$ cat config.mk
export PLATFORM = sky130hd
export DESIGN_NAME = eed_detector
export DESIGN_NICKNAME = d
export VERILOG_FILES = /design/src/logic/eed_detector.v
export VERILOG_INCLUDE_DIRS = /design/src /design/src/logic
export SDC_FILE = /design/constraint.sdc
export NUM_CORES = 2
export LEC_CHECK = 0
export BUFFER_PORTS_ARGS = -buffer_cell sky130_fd_sc_hd__buf_2
export CORE_AREA = 2 2 613 615
export CTS_CLUSTER_DIAMETER = 100
export DETAILED_ROUTE_END_ITERATION = 8
export DIE_AREA = 0 0 615 617
export GPL_TIMING_DRIVEN = 0
export HOLD_SLACK_MARGIN = 0.08
export PLACE_DENSITY = 0.33
export SYNTH_ARGS = -nofsm -noshare
export SYNTH_HDL_FRONTEND = slang
export SYNTH_SLANG_ARGS = --single-unit
$ cat constraint.sdc
create_clock -name clk -period 11.24 [get_ports clk]
set_input_delay 2.81 -clock clk [delete_from_list [all_inputs] [get_ports clk]]
set_output_delay 2.81 -clock clk [all_outputs]
set_load 0.02 [all_outputs]
$ cat src/logic/eed_consts.vh
`ifndef EED_CONSTS_VH
`define EED_CONSTS_VH

// Event point types
`define EED_TYPE_FETCH   2'h0
`define EED_TYPE_DATA    2'h1
`define EED_TYPE_IRQ     2'h2
`define EED_TYPE_TRIG    2'h3

// Qualifier bit positions within a point's 4-bit qualifier field
`define EED_Q_READ       0
`define EED_Q_WRITE      1
`define EED_Q_RANGE      2
`define EED_Q_DATA       3
`define EED_Q_IRQ_START  0
`define EED_Q_IRQ_END    1

// Combination modes
`define EED_MODE_OR      3'h0
`define EED_MODE_ACC     3'h1
`define EED_MODE_SIM     3'h2
`define EED_MODE_SUB     3'h3
`define EED_MODE_SEQ     3'h4
`define EED_MODE_STATE   3'h5

// Reset values
`define EED_RST_IDX      5'h00
`define EED_RST_MASK     16'h0000

`endif

$ cat src/logic/eed_detector.v
`timescale 1ns/1ps
`include "eed_consts.vh"

module eed_detector
#(
   parameter NPT = 16,
   parameter AW  = 20,
   parameter DW  = 16,
   parameter TW  = 8
)
(
   // Clock and reset
   input  wire                clk,
   input  wire                reset,
   // Instruction bus of the target
   input  wire                ifetch_valid,
   input  wire                ifetch_exec,
   input  wire [AW-1:0]       ifetch_addr,
   // Data accesses of the target
   input  wire                dacc_valid,
   input  wire                dacc_write,
   input  wire [AW-1:0]       dacc_addr,
   input  wire [DW-1:0]       dacc_data,
   // Interrupt activity of the target
   input  wire                irq_enter,
   input  wire                irq_exit,
   // External trigger cable
   input  wire [TW-1:0]       trig_in,
   // Event point programming
   input  wire [NPT-1:0]      ev_en,
   input  wire [2*NPT-1:0]    ev_type,
   input  wire [4*NPT-1:0]    ev_qual,
   input  wire [AW*NPT-1:0]   ev_addr_lo,
   input  wire [AW*NPT-1:0]   ev_addr_hi,
   input  wire [DW*NPT-1:0]   ev_data,
   input  wire [DW*NPT-1:0]   ev_data_mask,
   // Combination programming
   input  wire [2:0]          comb_mode,
   input  wire [NPT-1:0]      comb_sel,
   input  wire [AW-1:0]       sub_lo,
   input  wire [AW-1:0]       sub_hi,
   input  wire [4*NPT-1:0]    seq_order,
   input  wire [4:0]          seq_len,
   input  wire [4*NPT-1:0]    st_go_mask,
   input  wire [7:0]          st_next,
   input  wire [1:0]          st_final,
   // Consumer routing
   input  wire                route_brk,
   input  wire                route_trc,
   input  wire                route_prf,
   // Results
   output reg                 hit_q,
   output reg                 brk_q,
   output reg                 trc_q,
   output reg                 prf_q,
   output reg  [NPT-1:0]      fire_q,
   output reg  [3:0]          st_q
);

   localparam [3:0] ST_S0 = 4'h1;
   localparam [3:0] ST_S1 = 4'h2;
   localparam [3:0] ST_S2 = 4'h4;
   localparam [3:0] ST_S3 = 4'h8;

   function in_range;
      input [AW-1:0] a;
      input [AW-1:0] lo;
      input [AW-1:0] hi;
      begin
         in_range = (a >= lo) && (a <= hi);
      end
   endfunction

   function [1:0] st_index;
      input [3:0] oh;
      begin
         case (oh)
            ST_S0:   st_index = 2'h0;
            ST_S1:   st_index = 2'h1;
            ST_S2:   st_index = 2'h2;
            ST_S3:   st_index = 2'h3;
            default: st_index = 2'h0;
         endcase
      end
   endfunction

   // An empty selection would otherwise count as all fired
   function all_fired;
      input [NPT-1:0] v;
      input [NPT-1:0] m;
      begin
         all_fired = (m != {NPT{1'b0}}) && ((v & m) == m);
      end
   endfunction

   function [3:0] st_code;
      input [1:0] idx;
      begin
         case (idx)
            2'h0:    st_code = ST_S0;
            2'h1:    st_code = ST_S1;
            2'h2:    st_code = ST_S2;
            default: st_code = ST_S3;
         endcase
      end
   endfunction

   reg  [NPT-1:0] fire;
   reg  [NPT-1:0] acc_q;
   reg  [4:0]     seq_idx_q;
   reg            in_sub_q;
   reg            hit_d;
   reg  [NPT-1:0] acc_d;
   reg  [4:0]     seq_idx_d;
   reg  [3:0]     st_d;
   reg            in_sub_d;
   reg  [3:0]     want;
   reg  [1:0]     cur;
   reg  [1:0]     nxt;
   reg  [AW-1:0]  lo;
   reg  [AW-1:0]  hi;
   reg  [3:0]     q;
   reg            ahit;
   integer        i;

   wire           exec_now = ifetch_valid & ifetch_exec;
   // Unprogrammed points carry a clear enable
   wire [NPT-1:0] sel = comb_sel & ev_en;
   // Only selected points feed any combination
   wire [NPT-1:0] fire_sel;
   assign fire_sel = fire & sel;
   // A match right after a hit is swallowed to keep pulses apart
   wire           pulse;
   assign pulse = hit_d & ~hit_q;

   // Per-point match, one comparator set each; all points run in parallel
   always @*
   begin
      fire = {NPT{1'b0}};
      lo   = {AW{1'b0}};
      hi   = {AW{1'b0}};
      q    = 4'h0;
      ahit = 1'b0;
      for (i = 0; i < NPT; i = i + 1)
      begin
         lo = ev_addr_lo[i*AW +: AW];
         hi = ev_addr_hi[i*AW +: AW];
         q  = ev_qual[i*4 +: 4];
         case (ev_type[i*2 +: 2])
            `EED_TYPE_FETCH:
               // Prefetch cycles carry ifetch_exec low and are ignored
               fire[i] = exec_now && (ifetch_addr == lo);
            `EED_TYPE_DATA:
            begin
               ahit = q[`EED_Q_RANGE] ? in_range(dacc_addr, lo, hi)
                                      : (dacc_addr == lo);
               fire[i] = dacc_valid && ahit
                  && (dacc_write ? q[`EED_Q_WRITE] : q[`EED_Q_READ])
                  && (!q[`EED_Q_DATA]
                      || (((dacc_data ^ ev_data[i*DW +: DW])
                           & ev_data_mask[i*DW +: DW]) == {DW{1'b0}}));
            end
            `EED_TYPE_IRQ:
               fire[i] = (irq_enter && q[`EED_Q_IRQ_START])
                      || (irq_exit && q[`EED_Q_IRQ_END]);
            `EED_TYPE_TRIG:
               fire[i] = (((trig_in ^ ev_data[i*DW +: TW])
                           & ev_data_mask[i*DW +: TW]) == {TW{1'b0}});
            default:
               fire[i] = 1'b0;
         endcase
      end
      fire = fire & ev_en;
   end

   // Combination of the selected points
   always @*
   begin
      hit_d     = 1'b0;
      acc_d     = acc_q;
      seq_idx_d = seq_idx_q;
      st_d      = st_q;
      in_sub_d  = in_sub_q;
      want      = seq_order[seq_idx_q[3:0]*4 +: 4];
      cur       = st_index(st_q);
      nxt       = st_next[cur*2 +: 2];
      // Range residency follows the last executed instruction
      if (exec_now)
      begin
         in_sub_d = in_range(ifetch_addr, sub_lo, sub_hi);
      end
      case (comb_mode)
         `EED_MODE_OR:
            hit_d = |fire_sel;
         `EED_MODE_ACC:
         begin
            acc_d = (acc_q | fire) & sel;
            hit_d = all_fired(acc_d, sel);
         end
         `EED_MODE_SIM:
            hit_d = all_fired(fire, sel);
         `EED_MODE_SUB:
            hit_d = in_sub_d && |fire_sel;
         `EED_MODE_SEQ:
         begin
            // A step naming a disabled point can never complete
            if ((seq_len != `EED_RST_IDX) && fire_sel[want])
            begin
               seq_idx_d = seq_idx_q + 5'h01;
               hit_d     = (seq_idx_d == seq_len);
            end
         end
         `EED_MODE_STATE:
         begin
            if (|(fire_sel & st_go_mask[cur*NPT +: NPT]))
            begin
               st_d  = st_code(nxt);
               hit_d = (nxt == st_final);
            end
         end
         default:
            hit_d = 1'b0;
      endcase
      // Restart from the initial state once the result fires
      if (hit_d)
      begin
         acc_d     = `EED_RST_MASK;
         seq_idx_d = `EED_RST_IDX;
         st_d      = ST_S0;
      end
   end

   // Result outputs straight from their registers
   always @(posedge clk)
   begin
      if (reset)
      begin
         hit_q  <= 1'b0;
         brk_q  <= 1'b0;
         trc_q  <= 1'b0;
         prf_q  <= 1'b0;
         fire_q <= `EED_RST_MASK;
      end
      else
      begin
         // Back-to-back matches still yield isolated one-cycle pulses
         hit_q  <= pulse;
         brk_q  <= pulse & route_brk;
         trc_q  <= pulse & route_trc;
         prf_q  <= pulse & route_prf;
         fire_q <= fire;
      end
   end

   // Combination progress
   always @(posedge clk)
   begin
      if (reset)
      begin
         acc_q     <= `EED_RST_MASK;
         seq_idx_q <= `EED_RST_IDX;
         st_q      <= ST_S0;
      end
      else
      begin
         acc_q     <= acc_d;
         seq_idx_q <= seq_idx_d;
         st_q      <= st_d;
      end
   end

   // Range residency survives hits and mode changes
   always @(posedge clk)
   begin
      if (reset)
      begin
         in_sub_q <= 1'b0;
      end
      else
      begin
         in_sub_q <= in_sub_d;
      end
   end

endmodule

==> reports/metrics.cfg <==
[cts]
cts_buffers = 5
numClockSinks = 46
cts_root_buffer = clkbuf_16
cts_tree = yes
htreeDepth = 2
cts.repair.resized = 0
cts_max_path_buffers = 2
clkLatencyLatePin_ps = 360
clkTransAtPathRegs_ps = 90
cts_hold_buf = 0
postCtsSetupRepairBufs = 0

[critical_path]
critPathCaptureType = register
worst-path-max-fanout = 10
cp_data_arrival_time_ps = 9760
r2r_cells = 11
reg2reg_from = seq_idx_q[3]
reg2reg_slack_ps = 5950
crit_type = input pin to register
cp-start-kind = input pin
cp-startpoint = ifetch_addr[1]
critPathRequiredTime_ps = 11410

[synthesis]
synth_area_leaders = ha_1 (27%), xor2_1 (15%), inv_1 (8.1%)
synth_top_cell_by_area = ha_1
ys.flop_type = dfxtp_1
synth.net_count = 6406
yosysWarnings = 0
yosysMostFrequentCell = inv_1
synth_edf_count = 0
avgSynthCellArea_sq_um = 7.54
netlist-cell-type-count = 83
synth.yosys.seq_area_share_pct = 2.92
yosysTopAreaCellShare_pct = 27.0
netlist_instances = 4184
synthesis.area_sq_mm = 0.0315
async_flop_share_pct = 0
ys_top_cells_by_count = inv_1 (683), ha_1 (681), xor2_1 (546)
ys_ff_latch = 46

[layout]
layoutNonFillerInstCount = 10900
multi_input_area_sq_mm = 0.0276
postLayoutCoreUtil_pct = 12.6
drive_gt1_share_pct = 30.9
filler_cell_count = 44000
area.growth.synth_to_final_pct = 49.1
seq_area_sq_um = 921
nNetsFinal = 8001

[sta]
slew_violations = 10
post-route-period-util_pct = 85.3
fin_worst_skew_ps = 8.85
tns_ps = 0
slew_headroom_pct = -5.54
setup_viol = 0
finalHoldViolCount = 0
period_minus_slack_ps = 9590
worst_pin_slew_ps = 1570
rsz0062_at_grt = false
worst_slack_ps = 1650
fmax_mhz = 104

[detailed_routing]
num_vias = 42000
routedWlPerCell_microns = 37.2
avgViaCountPerCell = 3.85
wl_met2_microns = 203000
met3_length_microns = 19900
wl_met1_microns = 161000
drc_errors = 0
dr.pass1.iters = 6
drtAntennaViolNets = 0
dr.first_iter.drc_count = 3817
top_layer_used = met5
wl_microns = 405000

[placed_design]
dpl_worst_slack_ps = 1030
gp_congestion = 0.945
dp.cells = 10800
dpl.hpwl_microns = 365000
io_buffers = 1535

[power_and_ir_drop]
irDropWorstVdd_mv = 0.0573
p_total_mw = 2.35
power.leakage_nw = 22.9
powerDensity_mw_per_mm2 = 50.0

[grt]
grt_pass1_wl_microns = 490000
antenna_found_initial = 372
grtUsageTotal_pct = 20.4
grt_pass1_vias = 40300
grt_max_degree = 26
grt.overflow.total = 0

[die]
die_area_sq_mm = 0.379
start_util_pct = 8.44
core_region_area_sq_mm = 0.374
chipWidth_microns = 615
io_pins = 1565
fp.dieH_microns = 617
rows = 225

[outcome]
violations = max-capacitance violations, max-slew violations
run_status = finished, violations left

[hold_path]
hp-class = register to register
whs_path_depth = 2
hp-start = in_sub_q

[run]
drv_cap = 2

-- cells in the final DEF (no fill, tap or decap), types with 22 or more instances in the layout --
cell type  instances
a21o_1            52
a21oi_1          284
a221oi_1          25
a22oi_1          168
and4_1            56
buf_2           1589
buf_4             30
clkbuf_1          23
dfxtp_1           46
diode_2          119
ha_1             681
inv_1            682
mux4_2            31
nand2_1          222
nand3_1          141
nand4_1          198
nor2_1            74
nor2b_1           34
nor3_1            29
nor4_1            43
nor4bb_1          22
o211ai_1          41
o21ai_0          139
xnor2_1          168
xor2_1           545
-- cells by family after synthesis --
family	after synthesis	share of synthesized area, %
AO/OA/AOI/OAI	932	19.8
buffers and inverters	802	10.0
AND/OR/NAND/NOR	952	17.0
flip-flops	46	2.92
XOR/XNOR	714	19.8
multiplexers	57	3.40
adder cells (fa/ha/maj)	681	27.0
-- metrics by stage --
| stage | cell area, sq um | hold slack (ps) |
|---|---|---|
| 3_5_place_dp | 46600 | 487 |
| 6_report | 47000 | 506 |
| 4_1_cts | 46700 | 513 |
| 2_1_floorplan | 31500 | 457 |
| 5_1_grt | 46900 | 530 |
| 3_3_place_gp | 45500 | 481 |
-- sequential cells by signal (all words and copies together) (netlist names) --
| name | flops |
|---|---|
| acc_q | 16 |
| brk_q | 1 |
| fire_q | 16 |
| hit_q | 1 |
| in_sub_q | 1 |
| prf_q | 1 |
| seq_idx_q | 5 |
| st_q | 4 |
| trc_q | 1 |
-- area by class of cell --
class	count	area share [%]
clock inverters	3	0.0559
clock buffers	5	0.266
diodes	119	0.633
flip-flops and latches	46	1.96
repair buffers	1588	18.4
inverters	683	5.46
well taps	4994	13.3
multi-input cells	3336	58.7
plain buffers	119	1.31
-- worst paths after layout --
check	end
setup / recovery	trc_q
hold / removal	in_sub_q
setup reg to reg	trc_q
hold reg to reg	in_sub_q
-- per-layer routing --
metal / global-route usage [%] / vias up
li1: - / 18400
met1: 23.8 / 20100
met2: 37.3 / 2447
met3: 2.95 / 857
met4: 7.99 / 110
met5: 0 / -
-- power by group --
group | leakage [nW] | switching (mW) | total, mW | internal, mW
Combinational | 22.5 | 1.29 | 1.98 | 0.693
Sequential | 0.372 | 0.00268 | 0.169 | 0.167
Clock | 0.0760 | 0.114 | 0.200 | 0.0865
Total | 22.9 | 1.41 | 2.35 | 0.946
-- critical path, cell delays in order --
cell and delay (ps):
buf_2 240, clkbuf_1 1170, buf_2 840, xor2_1 130, nor4_1 290, nand4_1 430
o21ai_0 1100, nand2_1 120, o31ai_1 590, nor4_1 140, nor4bb_1 190, a31oi_1 530
a211oi_1 310, a211oi_1 790
Power figures use the tool's default switching activity.
